File: src/ccu_cfg.svh
// ccu_cfg.svh - offsets, field positions, reset values and codes of the capture/compare unit
// assumes: included by bare name; byte address of an indexed register is its index times four
`ifndef CCU_CFG_SVH
`define CCU_CFG_SVH

// =====================================================================
// register indices (byte address = index * 4)
`define CCU_IDX_FLAG      10'h00C
`define CCU_IDX_DIR       10'h086
`define CCU_IDX_CAPL      10'h015
`define CCU_IDX_CAPH      10'h016
`define CCU_IDX_CTRL      10'h017
// port data latch, byte address
`define CCU_ADDR_PORT     12'h100

// =====================================================================
// field positions
`define CCU_FLAG_BIT      2
`define CCU_PIN2_BIT      2
`define CCU_PIN3_BIT      3

// =====================================================================
// reset values
`define CCU_RST_CTRL      8'h00
`define CCU_RST_DIR       8'hFF
`define CCU_RST_PORT      8'h00
`define CCU_RST_CAP       8'h00

// =====================================================================
// mode field codes and prescale wrap points
`define CCU_MODE_OFF      4'h0
`define CCU_MODE_FALL     4'h4
`define CCU_MODE_RISE     4'h5
`define CCU_MODE_CAP4     4'h6
`define CCU_MODE_CAP16    4'h7
`define CCU_MODE_SET      4'h8
`define CCU_MODE_CLR      4'h9
`define CCU_MODE_SOFT     4'hA
`define CCU_MODE_TRIG     4'hB
`define CCU_PSC_LAST4     4'h3
`define CCU_PSC_LAST16    4'hF

// =====================================================================
// bus responses
`define CCU_RESP_OKAY     2'h0
`define CCU_RESP_SLVERR   2'h2

`endif

File: src/ccu_pkg.sv
// ccu_pkg.sv - types shared by the capture/compare unit and its bench
// assumes: nothing beyond a SystemVerilog compiler
package ccu_pkg;

    // =================================================================
    // bus carriers
    typedef struct packed {
        logic        awvalid;
        logic [11:0] awaddr;
        logic        wvalid;
        logic [31:0] wdata;
        logic [3:0]  wstrb;
        logic        bready;
        logic        arvalid;
        logic [11:0] araddr;
        logic        rready;
    } ccu_axi_req_t;

    typedef struct packed {
        logic        awready;
        logic        wready;
        logic        bvalid;
        logic [1:0]  bresp;
        logic        arready;
        logic        rvalid;
        logic [31:0] rdata;
        logic [1:0]  rresp;
    } ccu_axi_rsp_t;

    // =================================================================
    // register selector and unit state
    typedef enum logic [2:0] {
        SEL_NONE, SEL_FLAG, SEL_DIR, SEL_PORT, SEL_CAPL, SEL_CAPH, SEL_CTRL
    } ccu_sel_t;

    typedef struct packed {
        logic [7:0] ctrl;
        logic [7:0] dir;
        logic [7:0] port;
        logic [7:0] cap_l;
        logic [7:0] cap_h;
        logic       flag;
        logic [3:0] psc;
        logic       cmp;
        logic [1:0] duty_lo;
        logic       pin_d;
    } ccu_unit_t;

endpackage

File: src/ccu_capture_compare.sv
// ccu_capture_compare.sv - capture/compare unit with AXI4-Lite register slave
// assumes: timer values arrive on I_CLK; pin and strap inputs are asynchronous
//
// Overview of operation
// mode zero disables and resets the unit; modes 11xx select PWM
// capture on falling, rising, every 4th or every 16th rising edge
// compare 1000 drives pin high, 1001 low on match; both set flag
// compare 1010 only sets the flag on match
// compare 1011 sets flag, resets timer, starts conversion if enabled
// control bits 5:4 are PWM duty LSBs, unused otherwise
// control bits 7:6 read as zero
// each capture copies the 16-bit timer into the capture pair
// capture sets flag bit 2; only software clears it
// a new capture overwrites the old value silently
// pin driven as output can trigger capture through port writes
// software keeps the timer synchronous while capturing or comparing
// software keeps enable clear and clears flag after mode change
// prescaler cleared whenever unit off or not capturing
// switching between capture prescales keeps the prescaler count
// compare every cycle; pin action and flag happen together
// configuration bit 12 routes the unit pin to pin two or three
// special trigger resets timer without touching overflow flag
// writing zero to control forces compare latch low
// software timer write beats the special trigger reset
// pin input passes two flip-flops before edge detection
// prescaler is a 4-bit rising edge counter wrapping at 4 or 16
//
// Decided for this implementation: the AXI4-Lite register port.
`timescale 1ns/1ps
`include "ccu_cfg.svh"

module ccu_capture_compare (
    input  wire logic                  I_CLK,
    input  wire logic                  I_RST_B,
    input  wire ccu_pkg::ccu_axi_req_t I_AXI_REQ,
    output ccu_pkg::ccu_axi_rsp_t      O_AXI_RSP,
    input  wire logic [15:0]           I_TIMER_VAL,
    input  wire logic                  I_TMR_WR,
    input  wire logic                  I_ADC_EN,
    input  wire logic [7:0]            I_PWM_BASE,
    input  wire logic [1:0]            I_PWM_FINE,
    input  wire logic                  I_PWM_PEND,
    input  wire logic                  I_PIN_ROUTE,
    input  wire logic                  I_PIN2_IN,
    output logic                       O_PIN2_OUT,
    output logic                       O_PIN2_OE,
    input  wire logic                  I_PIN3_IN,
    output logic                       O_PIN3_OUT,
    output logic                       O_PIN3_OE,
    output logic                       O_TMR_CLR,
    output logic                       O_ADC_GO
);
    import ccu_pkg::*;

    localparam ccu_unit_t UNIT_RST = '{ctrl: `CCU_RST_CTRL, dir: `CCU_RST_DIR, port: `CCU_RST_PORT,
                                       cap_l: `CCU_RST_CAP, cap_h: `CCU_RST_CAP, flag: 1'b0,
                                       psc: 4'h0, cmp: 1'b0, duty_lo: 2'h0, pin_d: 1'b0};

    // =================================================================
    // decode helpers
    function automatic ccu_sel_t decode(input logic [11:0] a);
        ccu_sel_t s;
        s = SEL_NONE;
        if (a == {`CCU_IDX_FLAG, 2'b00}) s = SEL_FLAG;
        else if (a == {`CCU_IDX_DIR, 2'b00}) s = SEL_DIR;
        else if (a == `CCU_ADDR_PORT) s = SEL_PORT;
        else if (a == {`CCU_IDX_CAPL, 2'b00}) s = SEL_CAPL;
        else if (a == {`CCU_IDX_CAPH, 2'b00}) s = SEL_CAPH;
        else if (a == {`CCU_IDX_CTRL, 2'b00}) s = SEL_CTRL;
        return s;
    endfunction

    function automatic logic is_cap(input logic [3:0] m);
        return m[3:2] == 2'b01;
    endfunction

    function automatic logic is_cmp(input logic [3:0] m);
        return m[3:2] == 2'b10;
    endfunction

    function automatic logic is_pwm(input logic [3:0] m);
        return m[3:2] == 2'b11;
    endfunction

    // =================================================================
    // state declarations
    ccu_unit_t   st_ff, nxt_st;
    logic        aw_held_ff, nxt_aw_held, w_held_ff, nxt_w_held;
    logic [11:0] aw_addr_ff, nxt_aw_addr;
    logic [7:0]  w_data_ff, nxt_w_data;
    logic        w_strb_ff, nxt_w_strb;
    logic        awready_ff, nxt_awready, wready_ff, nxt_wready;
    logic        bvalid_ff, nxt_bvalid, arready_ff, nxt_arready, rvalid_ff, nxt_rvalid;
    logic [1:0]  bresp_ff, nxt_bresp, rresp_ff, nxt_rresp;
    logic [31:0] rdata_ff, nxt_rdata;
    logic        pin2_out_ff, nxt_pin2_out, pin2_oe_ff, nxt_pin2_oe;
    logic        pin3_out_ff, nxt_pin3_out, pin3_oe_ff, nxt_pin3_oe;
    logic        tmr_clr_ff, nxt_tmr_clr, adc_go_ff, nxt_adc_go;
    logic        pin2_s1_ff, pin2_s2_ff, pin3_s1_ff, pin3_s2_ff, route_s1_ff, route_s2_ff;
    logic        wr_go, ar_go, cap_evt, match, src, rise, fall;
    logic [3:0]  mode;
    ccu_sel_t    rd_sel, wr_sel;

    // =================================================================
    // pin and strap synchronisers
    // one chain per pad: no logic touches a raw pad, and a route change never meets a half-settled level
    always_ff @(posedge I_CLK or negedge I_RST_B) begin
        if (!I_RST_B) begin
            pin2_s1_ff  <= 1'b0;
            pin2_s2_ff  <= 1'b0;
            pin3_s1_ff  <= 1'b0;
            pin3_s2_ff  <= 1'b0;
            route_s1_ff <= 1'b0;
            route_s2_ff <= 1'b0;
        end else begin
            pin2_s1_ff  <= I_PIN2_IN;
            pin2_s2_ff  <= pin2_s1_ff;
            pin3_s1_ff  <= I_PIN3_IN;
            pin3_s2_ff  <= pin3_s1_ff;
            route_s1_ff <= I_PIN_ROUTE;
            route_s2_ff <= route_s1_ff;
        end
    end

    // =================================================================
    // AXI4-Lite slave: address and data taken in either order, one write and one read at a time
    always_comb begin
        nxt_aw_held = aw_held_ff;
        nxt_aw_addr = aw_addr_ff;
        nxt_w_held  = w_held_ff;
        nxt_w_data  = w_data_ff;
        nxt_w_strb  = w_strb_ff;
        nxt_bvalid  = bvalid_ff;
        nxt_bresp   = bresp_ff;
        nxt_rvalid  = rvalid_ff;
        nxt_rdata   = rdata_ff;
        nxt_rresp   = rresp_ff;
        wr_sel      = decode(aw_addr_ff);
        rd_sel      = decode(I_AXI_REQ.araddr);
        wr_go       = aw_held_ff && w_held_ff && !bvalid_ff;
        ar_go       = I_AXI_REQ.arvalid && arready_ff;
        if (I_AXI_REQ.awvalid && awready_ff) begin
            nxt_aw_held = 1'b1;
            nxt_aw_addr = I_AXI_REQ.awaddr;
        end
        if (I_AXI_REQ.wvalid && wready_ff) begin
            nxt_w_held = 1'b1;
            nxt_w_data = I_AXI_REQ.wdata[7:0];   // registers are 8 bits wide, upper lanes ignored
            nxt_w_strb = I_AXI_REQ.wstrb[0];
        end
        if (wr_go) begin
            nxt_aw_held = 1'b0;
            nxt_w_held  = 1'b0;
            nxt_bvalid  = 1'b1;
            nxt_bresp   = (wr_sel == SEL_NONE) ? `CCU_RESP_SLVERR : `CCU_RESP_OKAY;
        end else if (bvalid_ff && I_AXI_REQ.bready) begin
            nxt_bvalid = 1'b0;
        end
        if (ar_go) begin
            nxt_rvalid = 1'b1;
            nxt_rresp  = (rd_sel == SEL_NONE) ? `CCU_RESP_SLVERR : `CCU_RESP_OKAY;
            nxt_rdata  = 32'h0;
            unique case (rd_sel)
                SEL_FLAG: nxt_rdata[`CCU_FLAG_BIT] = st_ff.flag;
                SEL_DIR:  nxt_rdata[7:0] = st_ff.dir;
                SEL_PORT: nxt_rdata[7:0] = st_ff.port;
                SEL_CAPL: nxt_rdata[7:0] = st_ff.cap_l;
                SEL_CAPH: nxt_rdata[7:0] = st_ff.cap_h;
                SEL_CTRL: nxt_rdata[7:0] = {2'b00, st_ff.ctrl[5:0]};
                SEL_NONE: nxt_rdata = 32'h0;
            endcase
        end else if (rvalid_ff && I_AXI_REQ.rready) begin
            nxt_rvalid = 1'b0;
        end
        nxt_awready = !nxt_aw_held && !nxt_bvalid;
        nxt_wready  = !nxt_w_held && !nxt_bvalid;
        nxt_arready = !nxt_rvalid;
    end

    // bus registers
    always_ff @(posedge I_CLK or negedge I_RST_B) begin
        if (!I_RST_B) begin
            aw_held_ff <= 1'b0;
            aw_addr_ff <= 12'h000;
            w_held_ff  <= 1'b0;
            w_data_ff  <= 8'h00;
            w_strb_ff  <= 1'b0;
            awready_ff <= 1'b1;
            wready_ff  <= 1'b1;
            bvalid_ff  <= 1'b0;
            bresp_ff   <= `CCU_RESP_OKAY;
            arready_ff <= 1'b1;
            rvalid_ff  <= 1'b0;
            rdata_ff   <= 32'h0000_0000;
            rresp_ff   <= `CCU_RESP_OKAY;
        end else begin
            aw_held_ff <= nxt_aw_held;
            aw_addr_ff <= nxt_aw_addr;
            w_held_ff  <= nxt_w_held;
            w_data_ff  <= nxt_w_data;
            w_strb_ff  <= nxt_w_strb;
            awready_ff <= nxt_awready;
            wready_ff  <= nxt_wready;
            bvalid_ff  <= nxt_bvalid;
            bresp_ff   <= nxt_bresp;
            arready_ff <= nxt_arready;
            rvalid_ff  <= nxt_rvalid;
            rdata_ff   <= nxt_rdata;
            rresp_ff   <= nxt_rresp;
        end
    end

    // =================================================================
    // unit core: software writes first, hardware events last so a set beats a clear
    always_comb begin
        nxt_st      = st_ff;
        nxt_tmr_clr = 1'b0;
        nxt_adc_go  = 1'b0;
        mode        = st_ff.ctrl[3:0];
        // an output pin is seen at its own driven level, so port writes can capture
        if (route_s2_ff) src = pin2_oe_ff ? pin2_out_ff : pin2_s2_ff;
        else             src = pin3_oe_ff ? pin3_out_ff : pin3_s2_ff;
        rise         = src && !st_ff.pin_d;
        fall         = !src && st_ff.pin_d;
        nxt_st.pin_d = src;
        cap_evt      = 1'b0;
        match        = is_cmp(mode) && ({st_ff.cap_h, st_ff.cap_l} == I_TIMER_VAL);
        // software writes
        if (wr_go && w_strb_ff) begin
            unique case (wr_sel)
                SEL_FLAG: if (w_data_ff[`CCU_FLAG_BIT]) nxt_st.flag = 1'b0;
                SEL_DIR:  nxt_st.dir = w_data_ff;
                SEL_PORT: nxt_st.port = w_data_ff;
                SEL_CAPL: nxt_st.cap_l = w_data_ff;
                SEL_CAPH: if (!is_pwm(mode)) nxt_st.cap_h = w_data_ff;  // read only while modulating
                SEL_CTRL: nxt_st.ctrl = {2'b00, w_data_ff[5:0]};
                SEL_NONE: nxt_st.ctrl = st_ff.ctrl;
            endcase
        end
        // capture prescaler; a change between capture modes keeps the count
        if (is_cap(mode)) begin
            if (rise) begin
                if (mode == `CCU_MODE_CAP4 && st_ff.psc == `CCU_PSC_LAST4) nxt_st.psc = 4'h0;
                else nxt_st.psc = st_ff.psc + 4'h1;
            end
            unique case (mode)
                `CCU_MODE_FALL:  cap_evt = fall;
                `CCU_MODE_RISE:  cap_evt = rise;
                `CCU_MODE_CAP4:  cap_evt = rise && st_ff.psc == `CCU_PSC_LAST4;
                `CCU_MODE_CAP16: cap_evt = rise && st_ff.psc == `CCU_PSC_LAST16;
            endcase
        end else begin
            nxt_st.psc = 4'h0;
        end
        // PWM: duty double-buffered at period end, pin set unless duty is zero
        if (is_pwm(mode)) begin
            if (I_PWM_PEND) begin
                nxt_st.cap_h   = st_ff.cap_l;
                nxt_st.duty_lo = st_ff.ctrl[5:4];
                nxt_st.cmp     = {st_ff.cap_l, st_ff.ctrl[5:4]} != 10'h000;
            end else if ({I_PWM_BASE, I_PWM_FINE} == {st_ff.cap_h, st_ff.duty_lo}) begin
                nxt_st.cmp = 1'b0;
            end
        end
        // compare: pin action and flag in the same cycle
        if (match) begin
            nxt_st.flag = 1'b1;
            unique case (mode)
                `CCU_MODE_SET: nxt_st.cmp = 1'b1;
                `CCU_MODE_CLR: nxt_st.cmp = 1'b0;
                `CCU_MODE_SOFT: nxt_st.cmp = st_ff.cmp;
                `CCU_MODE_TRIG: begin
                    nxt_tmr_clr = !I_TMR_WR;
                    nxt_adc_go  = I_ADC_EN;
                end
            endcase
        end
        // capture overwrites any unread value
        if (cap_evt) begin
            {nxt_st.cap_h, nxt_st.cap_l} = I_TIMER_VAL;
            nxt_st.flag = 1'b1;
        end
        // mode zero holds the unit in reset and the output latch low
        if (mode == `CCU_MODE_OFF) begin
            nxt_st.cmp = 1'b0;
            nxt_st.psc = 4'h0;
        end
        // pin drivers: the routed pin carries the unit latch in compare and PWM modes
        nxt_pin2_oe  = !nxt_st.dir[`CCU_PIN2_BIT];
        nxt_pin3_oe  = !nxt_st.dir[`CCU_PIN3_BIT];
        nxt_pin2_out = nxt_st.port[`CCU_PIN2_BIT];
        nxt_pin3_out = nxt_st.port[`CCU_PIN3_BIT];
        if (is_cmp(nxt_st.ctrl[3:0]) || is_pwm(nxt_st.ctrl[3:0])) begin
            if (route_s2_ff) nxt_pin2_out = nxt_st.cmp;
            else             nxt_pin3_out = nxt_st.cmp;
        end
    end

    // unit registers
    always_ff @(posedge I_CLK or negedge I_RST_B) begin
        if (!I_RST_B) begin
            st_ff       <= UNIT_RST;
            pin2_out_ff <= 1'b0;
            pin2_oe_ff  <= 1'b0;
            pin3_out_ff <= 1'b0;
            pin3_oe_ff  <= 1'b0;
            tmr_clr_ff  <= 1'b0;
            adc_go_ff   <= 1'b0;
        end else begin
            st_ff       <= nxt_st;
            pin2_out_ff <= nxt_pin2_out;
            pin2_oe_ff  <= nxt_pin2_oe;
            pin3_out_ff <= nxt_pin3_out;
            pin3_oe_ff  <= nxt_pin3_oe;
            tmr_clr_ff  <= nxt_tmr_clr;
            adc_go_ff   <= nxt_adc_go;
        end
    end

    // =================================================================
    // outputs, all from flip-flops
    assign O_AXI_RSP  = '{awready: awready_ff, wready: wready_ff, bvalid: bvalid_ff, bresp: bresp_ff,
                          arready: arready_ff, rvalid: rvalid_ff, rdata: rdata_ff, rresp: rresp_ff};
    assign O_PIN2_OUT = pin2_out_ff;
    assign O_PIN2_OE  = pin2_oe_ff;
    assign O_PIN3_OUT = pin3_out_ff;
    assign O_PIN3_OE  = pin3_oe_ff;
    assign O_TMR_CLR  = tmr_clr_ff;
    assign O_ADC_GO   = adc_go_ff;
endmodule

File: config.mk
export PLATFORM = sky130hd
export DESIGN_NAME = ccu_capture_compare
export DESIGN_NICKNAME = d
export VERILOG_FILES = /design/src/ccu_pkg.sv /design/src/ccu_capture_compare.sv
export VERILOG_INCLUDE_DIRS = /design/src
export SDC_FILE = /design/constraint.sdc
export NUM_CORES = 1
export LEC_CHECK = 0
export BUFFER_PORTS_ARGS = -buffer_cell sky130_fd_sc_hd__buf_2
export CAP_MARGIN = 20
export CORE_MARGIN = 8
export CORE_UTILIZATION = 30
export CTS_CLUSTER_DIAMETER = 150
export DETAILED_ROUTE_END_ITERATION = 10
export GPL_ROUTABILITY_DRIVEN = 0
export PLACE_DENSITY_LB_ADDON = 0.25
export RECOVER_POWER = 25
export REMOVE_ABC_BUFFERS = 1
export SLEW_MARGIN = 30
export SYNTH_ARGS = -nofsm -noshare
export SYNTH_HDL_FRONTEND = slang
export SYNTH_SLANG_ARGS = --single-unit
File: constraint.sdc
create_clock -name I_CLK -period 2.48 [get_ports I_CLK]
set_input_delay 0.496 -clock I_CLK [delete_from_list [all_inputs] [get_ports I_CLK]]
set_output_delay 0.496 -clock I_CLK [all_outputs]
set_load 0.02 [all_outputs]
==> impl_metrics.env <==
export IMPL_relSlewSlack_pct=-25.2
export IMPL_r2r_cells=7
export IMPL_dieArea_sq_mm=0.0222
export IMPL_antenna_left=0
export IMPL_placed_area_sq_mm=0.00600
export IMPL_area_growth_pct=20.0
export IMPL_rows=48
export IMPL_seq_power_share_pct=46.3
export IMPL_final_common_cell="buf_2"
export IMPL_p_total_w=0.00471
export IMPL_clock_root_buffer="clkbuf_16"
export IMPL_ff2ff_setup_slack_ps=220
export IMPL_drive_above_1_share_pct=33.9
export IMPL_synth_area_leaders="dfrtp_1 (41%), mux2_2 (11%), dfstp_2 (5.5%), buf_4 (4.4%), mux2i_1 (3.4%)"
export IMPL_yosys_area_top_type="dfrtp_1"
export IMPL_stdcell_area_sq_mm=0.00635
export IMPL_synth_cell_type_count=55
export IMPL_status="finished, violations left"
export IMPL_async_flop_share_pct=100
export IMPL_clkPwrFrac_pct=34.1
export IMPL_numCtsBuffers=9
export IMPL_p_leak_nw=2.91
export IMPL_setup_viol=0
export IMPL_r2r_end="O_PIN2_OUT"
export IMPL_placed_cells=820
export IMPL_gr_usage_met3_pct=4.88
export IMPL_holdPathEnd="pin2_s1_ff"
export IMPL_crit_fanout=3
export IMPL_min_path_type="input port to flip-flop"
export IMPL_start_kind="flip-flop"
export IMPL_power_switching_w=0.00143
export IMPL_route_vias_total=4077
export IMPL_hpwl_um=11300
export IMPL_io_buffers=92
export IMPL_cap_viol_max_count=1
export IMPL_synth_cells=505
export IMPL_finClkSkew_ps=7.16
export IMPL_wl_um=14600
export IMPL_final_core_util_pct=36.7
export IMPL_crit_buf_inv=0
export IMPL_r2r_start="st_ff[23]"
export IMPL_floorplan_initialDensity_pct=30.6
export IMPL_synth_top_area_share_pct=40.6
export IMPL_gr_total_overflow=0
export IMPL_grt_busiest_layer="met2"
export IMPL_setup_tns_ps=0
export IMPL_synth_ff_type="dfrtp_1"
export IMPL_antenna_found_initial=5
export IMPL_core_area_sq_mm=0.0173
export IMPL_synth_edff_count=0
export IMPL_grt_pass1_wl_um=23500
export IMPL_ys_warn_count=0
export IMPL_cts_clk_slew_worst_paths_ps=70
export IMPL_finalCritPeriodShare_pct=91.2
export IMPL_hold_path_startpoint="I_PIN2_IN"
export IMPL_critPathTopFamily="compound AO/OA/AOI/OAI gates"
export IMPL_wl_per_cell_um=17.5
export IMPL_critPathKind="flip-flop to flip-flop"
export IMPL_yosysSeqAreaShare_pct=46.1
export IMPL_grt_usage_pct=13.7
export IMPL_hold_buffers=0
export IMPL_whs_path_depth=1
export IMPL_synth_seq_cells=97
export IMPL_comb_power_share_pct=19.6
export IMPL_die_h_um=149
export IMPL_grt_start_max_net_pins=45
export IMPL_cts_buffer_depth=2
export IMPL_nNetsFinal=706
export IMPL_min_period_ps=2260
export IMPL_first_global_vias=4295
export IMPL_violations="capacitance limit, slew limit"
export IMPL_powerDensity_mw_per_mm2=742
export IMPL_use_met2_pct=22.5
export IMPL_gr_usage_met1_pct=16.8
export IMPL_fp_dieW_um=149
export IMPL_drtIter0Drc=231
export IMPL_power_internal_w=0.00329
export IMPL_cp_cell_sequence="xnor2_1, o221ai_1, or4_4, a2111oi_4, a21oi_1, o221ai_2, mux2i_1"
export IMPL_sw_frac_of_total_pct=30.3
export IMPL_mostFrequentLayoutCells="buf_2 (91), dfrtp_1 (86), mux2_2 (54)"
export IMPL_cp_slowest_cell="or4_4"
export IMPL_cts_tree="built"
export IMPL_io_pins=146
export IMPL_htreeDepth=3
export IMPL_clk_latency_ps=350
export IMPL_finalNonFillerCells=838
export IMPL_drc_errors=0
export IMPL_drv_slew=34
export IMPL_dr_pass1_iters=4
export IMPL_cp_end_kind="flip-flop"
export IMPL_synth_avg_cell_area_sq_um=10.5
export IMPL_clock_sinks=97
export IMPL_via_per_inst=4.87
export IMPL_rsz0062_at_grt="false"
export IMPL_crit_required_ps=2700
export IMPL_fmax_mhz=442
export IMPL_hold_viol=0
export IMPL_ir_drop_mv=0.497
export IMPL_syn_area_sq_mm=0.00530
export IMPL_crit_arrival_ps=2490
export IMPL_critPathMaxStageDelay_ps=540
export IMPL_tightest_slew_ps=1880
## timing repair
item,CTS,global route
setup buffers,0,0
gates resized for setup,0,1
endpoints found under the setup margin,0,4
## state kept, by name, summed over array words and instances (netlist names), 4 cells and up
signal      flops
st_ff          43
aw_addr_ff     12
rdata_ff        8
w_data_ff       8
mode            4
## routing by layer
metal	vias to the layer above	routed length, um
li1	1949	-
met1	1978	6320
met2	128	7040
met3	16	1080
met4	6	163
met5	-	41
## synth_stat cells (11+ instances only)
library cell,instances
xnor2_1,19
a21oi_1,21
o21ai_0,29
dfrtp_1,86
mux2i_1,18
nor2_1,25
nand3_1,14
nand2_1,43
buf_4,31
dfstp_2,11
nand2b_1,15
mux2_2,54
inv_1,19
## worst max path at each step
stage	start	end	slack, ps	cells after the start
after floorplan	O_PIN3_OE	st_ff[17]	40	6
after global placement	I_TIMER_VAL[6]	O_PIN2_OUT	-120	8
after detailed placement	I_TIMER_VAL[6]	O_PIN2_OUT	-150	8
after CTS	st_ff[23]	O_PIN2_OUT	80	7
after global routing	aw_addr_ff[11]	st_ff[13]	50	8
final	st_ff[23]	O_PIN2_OUT	220	7
## cell families after synthesis
family          Yosys count  synth area share [%]
fa+ha+maj                 1                 0.236
flops                    97                  46.1
buf+inv                  68                  7.18
mux                      72                  14.9
compound gates           91                  12.0
xor+xnor                 25                  4.14
simple gates            150                  15.4
other cells               1                0.0708
## per-stage QoR
stage          hold slack (ps)  setup slack [ps]
2_1_floorplan              200              39.1
3_3_place_gp               343              -122
3_5_place_dp               340              -149
4_1_cts                   92.3              76.6
5_1_grt                    238              46.7
6_report                   248               218
## power groups by stage
stage	Clock, W	Combinational [W]	Sequential [W]
final	0.00161	0.000925	0.00218
after global routing	0.00172	0.00104	0.00223
after CTS	0.00166	0.000933	0.00218
after detailed placement	0	0.000931	0.00220
after global placement	0	0.000905	0.00219
after floorplan	0	0.000625	0.00212
## final cells by class
type,instances,area (sq um)
Fill cell,1768,10900
Clock inverter,7,119
Timing Repair Buffer,113,629
Clock buffer,9,225
Inverter,20,75.1
Multi-Input combinational cell,365,2580
Sequential cell,97,2440
Antenna cell,2,5.00
Tap cell,225,282
(Power assumes the default switching activity.)
